--- src/pkg/supply_monitor_pkg.sv ---
package supply_monitor_pkg;
   localparam logic [11:0] ctrl_addr = 12'h000;
   localparam logic [11:0] irq_addr = 12'h004;
   localparam int level_lsb = 0;
   localparam int enable_bit = 4;
   localparam int stable_bit = 5;
   localparam int flag_bit = 0;
   localparam int irq_en_bit = 1;
   localparam int global_en_bit = 2;
   localparam logic [3:0] level_reset = 4'h5;
   localparam logic [3:0] level_external = 4'hf;
   localparam logic [3:0] level_4v5 = 4'he;
   localparam logic [3:0] level_4v2 = 4'hd;
   localparam int settle_time_ns = 20000;
   localparam int clk_period_ns = 10;
   localparam int settle_cycles = (settle_time_ns + clk_period_ns - 1) / clk_period_ns;
   localparam int settle_width = 16;
   typedef enum logic [1:0]
   {
      mon_off = 2'b00,
      mon_settle = 2'b01,
      mon_ready = 2'b10
   } mon_state_type;
endpackage

--- src/rtl/settle_timer.sv ---
module settle_timer
   import supply_monitor_pkg::*;
#(
   parameter logic [settle_width-1:0] cycles = settle_width'(settle_cycles)
)
(
   input wire logic clk, // System clock.
   input wire logic reset_n, // Asynchronous reset, active low.
   input wire logic run, // Count while high, clear while low.
   output logic done // High once the count has elapsed.
);
   typedef struct packed
   {
      logic [settle_width-1:0] count;
      logic done;
   } timer_type;
   timer_type state_r;
   timer_type state_nxt;

   // Fixed-time counter, so the wait does not depend on any clock divider.
   always_comb
   begin
      state_nxt = state_r;
      if (!run)
      begin
         state_nxt.count = '0;
         state_nxt.done = 1'b0;
      end
      else if (state_r.count == cycles - settle_width'(1))
      begin
         state_nxt.done = 1'b1;
      end
      else
      begin
         state_nxt.count = state_r.count + settle_width'(1);
      end
   end

   // State register.
   always_ff @(posedge clk or negedge reset_n)
   begin
      if (!reset_n)
      begin
         state_r <= '0;
      end
      else
      begin
         state_r <= state_nxt;
      end
   end

   assign done = state_r.done;
endmodule

--- src/rtl/supply_monitor.sv ---
// Our own choices: the APB slave port and the register addresses.
module supply_monitor
   import supply_monitor_pkg::*;
#(
   parameter logic [settle_width-1:0] settle_count = settle_width'(settle_cycles)
)
(
   input wire logic clk, // System clock, 100 MHz.
   input wire logic reset_n, // Asynchronous reset, active low.
   input wire logic psel, // APB select.
   input wire logic penable, // APB access phase.
   input wire logic pwrite, // APB write.
   input wire logic [11:0] paddr, // APB byte address.
   input wire logic [31:0] pwdata, // APB write data.
   output logic [31:0] prdata, // APB read data.
   output logic pready, // APB ready.
   output logic pslverr, // APB error for unmapped address.
   input wire logic comp_below, // Comparator: selected input below reference.
   input wire logic external_trip_input, // External trip pin level reached comparator.
   input wire logic sleeping, // Device is in sleep.
   output logic detector_power_enable, // Powers comparator and divider.
   output logic [3:0] trip_level_select, // Divider tap selection.
   output logic use_external_trip, // Routes external pin to comparator.
   output logic low_supply_irq, // Interrupt request to the controller.
   output logic vector_on_wake, // Wake should branch to the vector.
   output logic wake_request // Wake from sleep request.
);
   typedef struct packed
   {
      mon_state_type mon;
      logic [3:0] level;
      logic enable;
      logic stable;
      logic flag;
      logic irq_en;
      logic global_en;
      logic [31:0] rdata;
      logic ready;
      logic err;
      logic irq;
      logic vec;
      logic wake;
      logic ext;
   } mon_type;
   mon_type state_r;
   mon_type state_nxt;
   logic settle_done;
   logic access;
   logic [7:0] ctrl_view;
   logic [7:0] irq_view;

   // Timer for the reference start-up wait, restarted at each enable.
   settle_timer #(.cycles(settle_count)) timer_inst
   (
      .clk(clk),
      .reset_n(reset_n),
      .run(state_r.enable),
      .done(settle_done)
   );

   // Register views and the access strobe.
   assign access = psel && penable && !state_r.ready;
   assign ctrl_view = {2'b00, state_r.stable, state_r.enable, state_r.level};
   assign irq_view = {5'b00000, state_r.global_en, state_r.irq_en, state_r.flag};

   // Next state: bus access, settle sequencing, flag and outputs.
   always_comb
   begin
      state_nxt = state_r;
      state_nxt.ready = 1'b0;
      state_nxt.err = 1'b0;
      if (access)
      begin
         state_nxt.ready = 1'b1;
         state_nxt.rdata = '0;
         if (paddr == ctrl_addr)
         begin
            if (pwrite)
            begin
               state_nxt.level = pwdata[level_lsb +: 4];
               state_nxt.enable = pwdata[enable_bit];
            end
            else
            begin
               state_nxt.rdata = {24'h000000, ctrl_view};
            end
         end
         else if (paddr == irq_addr)
         begin
            if (pwrite)
            begin
               // Write one clears the flag; the bits are plain enables.
               if (pwdata[flag_bit])
               begin
                  state_nxt.flag = 1'b0;
               end
               state_nxt.irq_en = pwdata[irq_en_bit];
               state_nxt.global_en = pwdata[global_en_bit];
            end
            else
            begin
               state_nxt.rdata = {24'h000000, irq_view};
            end
         end
         else
         begin
            state_nxt.err = 1'b1;
         end
      end
      // Settle sequencing follows the power enable.
      unique case (state_r.mon)
         mon_off:
         begin
            state_nxt.stable = 1'b0;
            if (state_r.enable)
            begin
               state_nxt.mon = mon_settle;
            end
         end
         mon_settle:
         begin
            state_nxt.stable = 1'b0;
            if (!state_r.enable)
            begin
               state_nxt.mon = mon_off;
            end
            else if (settle_done)
            begin
               state_nxt.mon = mon_ready;
               state_nxt.stable = 1'b1;
            end
         end
         mon_ready:
         begin
            if (!state_r.enable)
            begin
               state_nxt.mon = mon_off;
               state_nxt.stable = 1'b0;
            end
         end
         default:
         begin
            state_nxt.mon = mon_off;
            state_nxt.stable = 1'b0;
         end
      endcase
      // Trip sets the sticky flag, also in sleep; set beats a same-cycle clear.
      if (state_r.enable && state_r.stable && comp_below)
      begin
         state_nxt.flag = 1'b1;
      end
      state_nxt.ext = (state_nxt.level == level_external);
      state_nxt.irq = state_nxt.flag && state_nxt.irq_en;
      state_nxt.wake = state_nxt.flag && state_nxt.irq_en && sleeping;
      state_nxt.vec = state_nxt.irq && state_nxt.global_en;
   end

   // State register; reset leaves the detector powered down.
   always_ff @(posedge clk or negedge reset_n)
   begin
      if (!reset_n)
      begin
         state_r <= '0;
         state_r.mon <= mon_off;
         state_r.level <= level_reset;
      end
      else
      begin
         state_r <= state_nxt;
      end
   end

   // Outputs straight from the state flip-flops.
   assign prdata = state_r.rdata;
   assign pready = state_r.ready;
   assign pslverr = state_r.err;
   assign detector_power_enable = state_r.enable;
   assign trip_level_select = state_r.level;
   assign use_external_trip = state_r.ext;
   assign low_supply_irq = state_r.irq;
   assign vector_on_wake = state_r.vec;
   assign wake_request = state_r.wake;
endmodule

--- config.mk ---
export PLATFORM = sky130hd
export DESIGN_NAME = supply_monitor
export DESIGN_NICKNAME = d
export VERILOG_FILES = /design/src/pkg/supply_monitor_pkg.sv /design/src/rtl/settle_timer.sv /design/src/rtl/supply_monitor.sv
export SDC_FILE = /design/constraint.sdc
export NUM_CORES = 1
export LEC_CHECK = 0
export CORE_AREA = 4 4 65 67
export CTS_CLUSTER_DIAMETER = 40
export DETAILED_ROUTE_END_ITERATION = 12
export DIE_AREA = 0 0 69 71
export DONT_BUFFER_PORTS = 1
export MAX_ROUTING_LAYER = met4
export PLACE_DENSITY = 0.73
export SLEW_MARGIN = 10
export SYNTH_ARGS = -nofsm -noshare
export SYNTH_HDL_FRONTEND = slang
export SYNTH_SLANG_ARGS = --single-unit
--- constraint.sdc ---
create_clock -name clk -period 2.55 [get_ports clk]
set_input_delay 0.3825 -clock clk [delete_from_list [all_inputs] [get_ports clk]]
set_output_delay 0.3825 -clock clk [all_outputs]
set_load 0.01 [all_outputs]
==> metrics.yaml, run 1 <==
run_status:
  status: "finished, final reports clean"
logic_synthesis:
  synthCells: 202
  ys_seq_area_frac: 0.476
  syn_area_per_cell_sq_um: 10.4
  ys.flop_type: "dfrtp_1"
  synth_edf_count: 0
  async_reset_ff_frac: 1.00
  synth_warnings: 0
  syn_area_sq_um: 2110
  yosysUniqueCellTypes: 37
  synth-seq-cells: 40
sta:
  rsz0062_at_grt: "false"
  finalSetupViolCount: 0
  fin_crit_sh: 0.720
  slew_violations: 0
  fin_hold_ws_ns: 0.179
  finalHoldViolations: 0
  fmax_ghz: 0.545
  fin_ws_ns: 0.714
  period_minus_slack_ns: 1.84
  skew_ns: 0.0105
  setup_tns_ns: 0
floorplanning:
  start_util: 0.580
  fp.dieArea_sq_um: 4900
  placementRows: 22
  fp.dieH_um: 71
  ioPinCount: 95
  die-width_um: 69
  coreArea_sq_um: 3630
placement:
  dp_slack_ns: 0.652
  hpwl_mm: 2.82
  io_buffers: 0
  gp_congestion: 0.801
clocking:
  cts_resized: 0
  holdBufCountCts: 2
  cts_tree: "done"
  cts.path.max_buffers: 2
  h-tree-depth: 2
  cts_setup_buffers: 0
  clock-root-buffer: "clkbuf_8"
  clk_latency_ns: 0.30
  cts.sinks: 40
  numCtsBuffers: 5
  clkTransAtPathRegs_ns: 0.08
worst_setup_path:
  critPathTopFamily: "simple AND/OR/NAND/NOR gates"
  path_buf_inv: 0
  critPathSlowestCell: "nor4_4"
  path_cells: "ha_1, nand3_1, nor4_4, xor2_1, nor2_1"
  rrSetupSlack_ns: 0.71
  cp_data_required_time_ns: 2.71
  startpoint_type: "register"
  cp_max_fo: 7
  critPathKind: "reg -> reg"
  cp.arrival_ns: 2.00
  endpoint_kind: "register"
  slowest_delay_ns: 0.55
drt:
  drt_iter0_markers: 98
  drc_errors: 0
  avgRoutedWirePerCell_um: 16.1
  wirelength_mm: 3.95
  detail-route-antenna-nets: 0
  vias_per_cell: 5.68
  dr.pass1.iters: 4
  vias: 1391
pwr:
  max-vdd-ir-drop_mv: 0.500
  powerDensity_nw_per_um2: 605
  p_leak_nw: 0.971
global_routing:
  grt_pass1_vias: 1368
  antenna_found_initial: 0
  grt_use_total: 0.168
  overflow: 0
  grt_max_degree: 41
  grt_pass1_wl_mm: 6.44
finish:
  area_growth_syn_to_layout_pct: 1.37
  drive_above_1_share: 0.132
  diodes: 0
  layout.nets: 249
min_path:
  min_path_type: "in -> reg"
job:
  drv_cap: 0
[routing by layer]
layer,share of wire,vias up,GRT usage
met5,0,-,-
met1,0.42,684,0.203
li1,-,627,-
met4,0.022,0,0.0846
met3,0.093,8,0.0511
met2,0.47,72,0.256
[synth_stat cells, types with 3 or more instances]
| cell | n | area [sq um] |
|---|---|---|
| mux2i_1 | 6 | 60.1 |
| dfrtp_1 | 38 | 951 |
| xor2_1 | 5 | 43.8 |
| nand3_1 | 5 | 25.0 |
| xnor2_1 | 3 | 26.3 |
| a21oi_1 | 6 | 30.0 |
| nor2_1 | 18 | 67.6 |
| nand4_1 | 9 | 56.3 |
| and3_1 | 4 | 25.0 |
| nand2_1 | 13 | 48.8 |
| nand3b_1 | 3 | 22.5 |
| buf_4 | 36 | 270 |
| nand2b_1 | 4 | 25.0 |
| a22o_1 | 6 | 52.6 |
| mux2_2 | 11 | 124 |
| nor3_1 | 4 | 20.0 |
| o21ai_0 | 4 | 20.0 |
[cell families after synthesis]
| logic type | Yosys count | synth area share |
|---|---|---|
| compound gates | 20 | 0.0623 |
| xor+xnor | 8 | 0.0332 |
| buf+inv | 42 | 0.140 |
| flops | 40 | 0.476 |
| fa+ha+maj | 1 | 0.00593 |
| simple gates | 73 | 0.193 |
| other cells | 1 | 0.00178 |
| mux | 17 | 0.0872 |
[state kept, by name, indices dropped and copies added (netlist names), 2 cells and up]
| signal | flops |
|---|---|
| irq_view | 3 |
| prdata | 6 |
| state_r | 2 |
| timer_inst.state_r | 16 |
| trip_level_select | 4 |
[power by group]
group / switching [W] / internal [W] / total, W
logic: 0.0000340 / 0.00000779 / 0.0000418
registers: 0.00000193 / 0.000636 / 0.000638
clock network: 0.000223 / 0.000391 / 0.000614
total: 0.000259 / 0.00103 / 0.00129
[worst paths after layout]
kind                                             from                     to  depth (start not counted)
worst max-delay path            timer_inst.state_r[1]  timer_inst.state_r[1]                          5
worst min-delay path                        pwdata[0]            irq_view[0]                          1
min in group asynchronous                     reset_n  timer_inst.state_r[7]                          2
max in group asynchronous                     reset_n   trip_level_select[2]                          2
worst max register to register  timer_inst.state_r[1]  timer_inst.state_r[1]                          5
worst min register to register        timer_inst.done            state_r[47]                          1
[area by class of cell]
cell class	count	area, sq um
well taps	48	60.1
repair buffers	2	30.0
clock buffers	6	72.6
clock inverters	2	60.1
flip-flops and latches	40	1000
fillers	311	1500
multi-input cells	145	903
inverters	2	7.51
[stage by stage]
| step | power (W) | util | std cells | instance area [sq um] |
|---|---|---|---|---|
| after floorplan | 0.000704 | - | 227 | 2200 |
| after global placement | 0.000674 | 0.543 | 235 | 1970 |
| after detailed placement | 0.000674 | 0.543 | 235 | 1970 |
| after CTS | 0.00130 | 0.588 | 245 | 2140 |
| after global routing | 0.00133 | 0.588 | 245 | 2140 |
| final | 0.00129 | 0.588 | 245 | 2140 |
[placed cells by master (no fill, tap or decap), types with 2 or more instances in the layout]
master,netlist,layout
dfrtp_1,38,38
conb_1,1,26
nor2_1,18,18
nand2_1,13,13
mux2_2,11,11
nand4_1,9,9
mux2i_1,6,6
a21oi_1,6,6
a22o_1,6,6
nand3_1,5,5
xor2_1,5,5
clkbuf_8,0,5
nor3_1,4,4
and3_1,4,4
nand2b_1,4,4
o21ai_0,4,4
nand3b_1,3,3
xnor2_1,3,3
nor4_1,2,2
and4_1,2,2
or3_1,2,2
or3_2,2,2
bufinv_16,0,2
dfstp_2,2,2
No activity file was read; power rests on OpenSTA's default activity.
==> run 2: changes to the inputs <==
--- a/config.mk
+++ b/config.mk
@@ -5,10 +5,11 @@
 export SDC_FILE = /design/constraint.sdc
 export NUM_CORES = 1
 export LEC_CHECK = 0
-export CORE_AREA = 4 4 65 67
+export ABC_AREA = 1
+export CORE_AREA = 4 4 69 71
 export CTS_CLUSTER_DIAMETER = 40
 export DETAILED_ROUTE_END_ITERATION = 12
-export DIE_AREA = 0 0 69 71
+export DIE_AREA = 0 0 73 75
 export DONT_BUFFER_PORTS = 1
 export MAX_ROUTING_LAYER = met4
 export PLACE_DENSITY = 0.73
==> constraint.sdc (replaced) <==
create_clock -name clk -period 1.65 [get_ports clk]
set_input_delay 0.2475 -clock clk [delete_from_list [all_inputs] [get_ports clk]]
set_output_delay 0.2475 -clock clk [all_outputs]
set_load 0.01 [all_outputs]
==> run 2 against run 1 <==
Sequential share of layout area decreased by 3.9 points. Non-clock buffer count increased by 3. Critical path depth increased by 3. Fmax increased by 18%. Clock-buffer cell count unchanged. Setup slack got worse by 0.62 ns. Combinational power increased to 7.0 times the previous value. Hold slack got worse by 0.13 ns. Total power increased by 80%. Register-to-register slack got worse by 0.62 ns. Global-route usage increased by 0.45 points. Clock skew increased by 0.00097 ns. Critical path type unchanged.
==> metrics.yaml, run 2 <==
global_routing:
  antenna_found_initial: 0  # unchanged
  grt_pass1_vias: 1473  # +7.7%
  busiest_layer: "met2"
  grt_pass1_wl_mm: 6.82  # +5.9%
  grt_max_degree: 41  # unchanged
  use_met1: 0.203  # +0.000306
  grt.met2_usage: 0.269  # +0.0128
  overflow: 0  # unchanged
  grt_use_total: 0.173  # +0.00452
  met3_usage: 0.0641  # +0.0129
pwr:
  pwr-share-comb: 0.125  # +0.093
  powerDensity_nw_per_um2: 998  # +65%
  p_sw_w: 0.000670  # +160%
  pwr-share-clk: 0.365  # -0.110
  sw_frac_of_total: 0.288  # +0.0877
  pwr-share-seq: 0.509  # +0.016
  max-vdd-ir-drop_mv: 0.462  # -7.5%
  p_int_w: 0.00166  # +60%
  power_w: 0.00233  # +80%
  p_leak_nw: 1.15  # +18%
finish:
  layout.nets: 329  # +32%
  largest-register: "timer_inst.state_r"
  drive_above_1_share: 0.148  # +0.0160
  layout_common_cells: "nand2_1 (57), dfrtp_1 (37), inv_1 (28)"
  largest_reg_flops: 16  # unchanged
  area_growth_syn_to_layout_pct: 2.76
  final_common_cell: "nand2_1"
  diodes: 0  # unchanged
logic_synthesis:
  yosysTopAreaCellShare: 0.419  # -0.0321
  synth-seq-cells: 40  # unchanged
  synthSimpleGateAreaFrac: 0.299  # +0.105
  synth_top_family_by_area: "simple AND/OR/NAND/NOR gates"
  yosysMostFrequentCell: "nand2_1"
  synthAdderAreaFrac: 0.00551  # -0.000422
  yosysUniqueCellTypes: 32  # -14%
  syn_area_per_cell_sq_um: 8.19  # -21%
  synth_warnings: 0  # unchanged
  async_reset_ff_frac: 1.00  # unchanged
  synthMuxAreaShare: 0  # -0.0872
  ys_seq_area_frac: 0.442  # -0.0338
  synth_edf_count: 0  # unchanged
  syn_area_sq_um: 2270  # +7.7%
  yosys-top-cells-area: "dfrtp_1 (42%), buf_4 (12%), nand2_1 (9.6%)"
  ys.flop_type: "dfrtp_1"
  synthCells: 277  # +37%
  yosys.area.top_type: "dfrtp_1"
  synth_xor_area_frac: 0.0116  # -0.0217
  synth_compound_area_frac: 0.0562  # -0.00609
  ys_top_cells_by_count: "nand2_1 (58), dfrtp_1 (38), buf_4 (36)"
worst_setup_path:
  endpoint_kind: "register"
  reg2reg_to: "timer_inst.state_r[2]"
  reg2regPathDepth: 8  # +3
  worstReg2RegStart: "timer_inst.state_r[1]"
  cp.arrival_ns: 1.75  # -0.25 ns
  cp_max_fo: 4  # -3
  startpoint_type: "register"
  critPathKind: "reg -> reg"
  rrSetupSlack_ns: 0.1  # -0.62 ns
  cp_data_required_time_ns: 1.85  # -0.86 ns
clocking:
  cts_tree: "done"
  clock-root-buffer: "clkbuf_8"
  clk_latency_ns: 0.30  # about the same
  cts.path.max_buffers: 2  # unchanged
  clkTransAtPathRegs_ns: 0.08  # about the same
  cts.sinks: 40  # unchanged
  h-tree-depth: 2  # unchanged
  numCtsBuffers: 5  # unchanged
sta:
  fin_crit_sh: 0.942  # +0.222
  finalHoldViolations: 0  # unchanged
  finalSetupViolCount: 0  # unchanged
  slew_violations: 0  # unchanged
  skew_ns: 0.0115  # +0.000973 ns
  setup_tns_ns: 0  # unchanged
  fmax_ghz: 0.643  # +18%
  rsz0062_at_grt: "false"
  fin_hold_ws_ns: 0.0513  # -0.128 ns
  period_minus_slack_ns: 1.55  # -0.281 ns
drt:
  vias: 1607  # +16%
  drc_errors: 0  # unchanged
  detail-route-antenna-nets: 0  # unchanged
  wirelength_mm: 4.24  # +7.3%
  avgRoutedWirePerCell_um: 12.9  # -20%
  vias_per_cell: 4.88  # -14%
  dr.pass1.iters: 4  # unchanged
  drt_iter0_markers: 92  # -6.1%
min_path:
  min-delay-start: "sleeping"
  min_path_type: "in -> reg"
  hold_path_end: "wake_request"
  min_path_cells: 2  # +1
job:
  drv_cap: 0  # unchanged
floorplanning:
  ioPinCount: 95  # unchanged
  fp.dieArea_sq_um: 5480  # +12%
  fp.dieH_um: 75  # +5.6%
  placementRows: 24  # +9.1%
  coreArea_sq_um: 4230  # +17%
  die-width_um: 73  # +5.8%
  start_util: 0.536  # -0.0442
placement:
  gp_congestion: 0.873  # +9.0%
  io_buffers: 0  # unchanged
  hpwl_mm: 3.05  # +8.0%
run_status:
  status: "finished, final reports clean"
## run 2: kinds of logic after synthesis
family / after synthesis
AOI/OAI and AO/OA: 23
and+or+nand+nor: 136
adders and majority gates: 1
DFF: 40
buffers and inverters: 73
other: 1
xor gates and xnor gates: 3
## run 2: per-layer routing
layer	routed length (um)	part of all wire	vias to the layer above
li1	-	-	818
met1	1830	0.43	738
met2	2010	0.47	45
met3	336	0.079	6
met4	70	0.017	0
met5	0	0	-
## run 2: power groups by stage
stage / Sequential [W] / Clock [W] / Combinational [W]
after detailed placement: 0.00119 / 0 / 0.000252
after global routing: 0.00120 / 0.000919 / 0.000337
after CTS: 0.00118 / 0.000864 / 0.000286
after floorplan: 0.00117 / 0 / 0.000270
after global placement: 0.00119 / 0 / 0.000247
final: 0.00119 / 0.000851 / 0.000292
## run 2: worst max-delay path by stage
stage	from	to	cells after the start
6_report	timer_inst.state_r[1]	timer_inst.state_r[2]	8
5_1_grt	pready	vector_on_wake	8
4_1_cts	timer_inst.state_r[1]	timer_inst.state_r[2]	8
3_5_place_dp	timer_inst.state_r[1]	timer_inst.state_r[2]	8
3_3_place_gp	timer_inst.state_r[1]	timer_inst.state_r[2]	8
2_1_floorplan	timer_inst.state_r[1]	timer_inst.state_r[2]	8
## run 2: per-stage QoR
step	util	cell area, sq um	cells	setup slack, ns
floorplan	-	2360	302	0.318
global placement	0.508	2150	317	0.150
detailed placement	0.508	2150	317	0.138
CTS	0.543	2300	327	0.0929
global route	0.551	2330	329	0.0105
finish	0.551	2330	329	0.0951
## run 2: repair_timing
action | 4_1_cts | 5_1_grt
hold buffers | 2 | 0
hold endpoints to repair | 40 | 0
setup endpoints to repair | 0 | 5
setup buffers | 0 | 2
resized for setup | 0 | 6
## run 2: worst max-delay path, cell delays in order (launching register included)
cell     delay [ns]
dfrtp_1        0.44
ha_4           0.16
nand2_2        0.08
inv_2          0.09
nand2_2        0.07
nor4_4         0.32
nand2_2        0.14
nand3_1        0.10
nand2_1        0.05
## run 2: cell type report
| class | instances | area, sq um |
|---|---|---|
| Multi-Input combinational cell | 189 | 957 |
| Fill cell | 394 | 1900 |
| Clock buffer | 6 | 82.6 |
| Clock inverter | 2 | 38.8 |
| Tap cell | 52 | 65.1 |
| Inverter | 35 | 131 |
| Timing Repair Buffer | 5 | 52.6 |
| Sequential cell | 40 | 1000 |
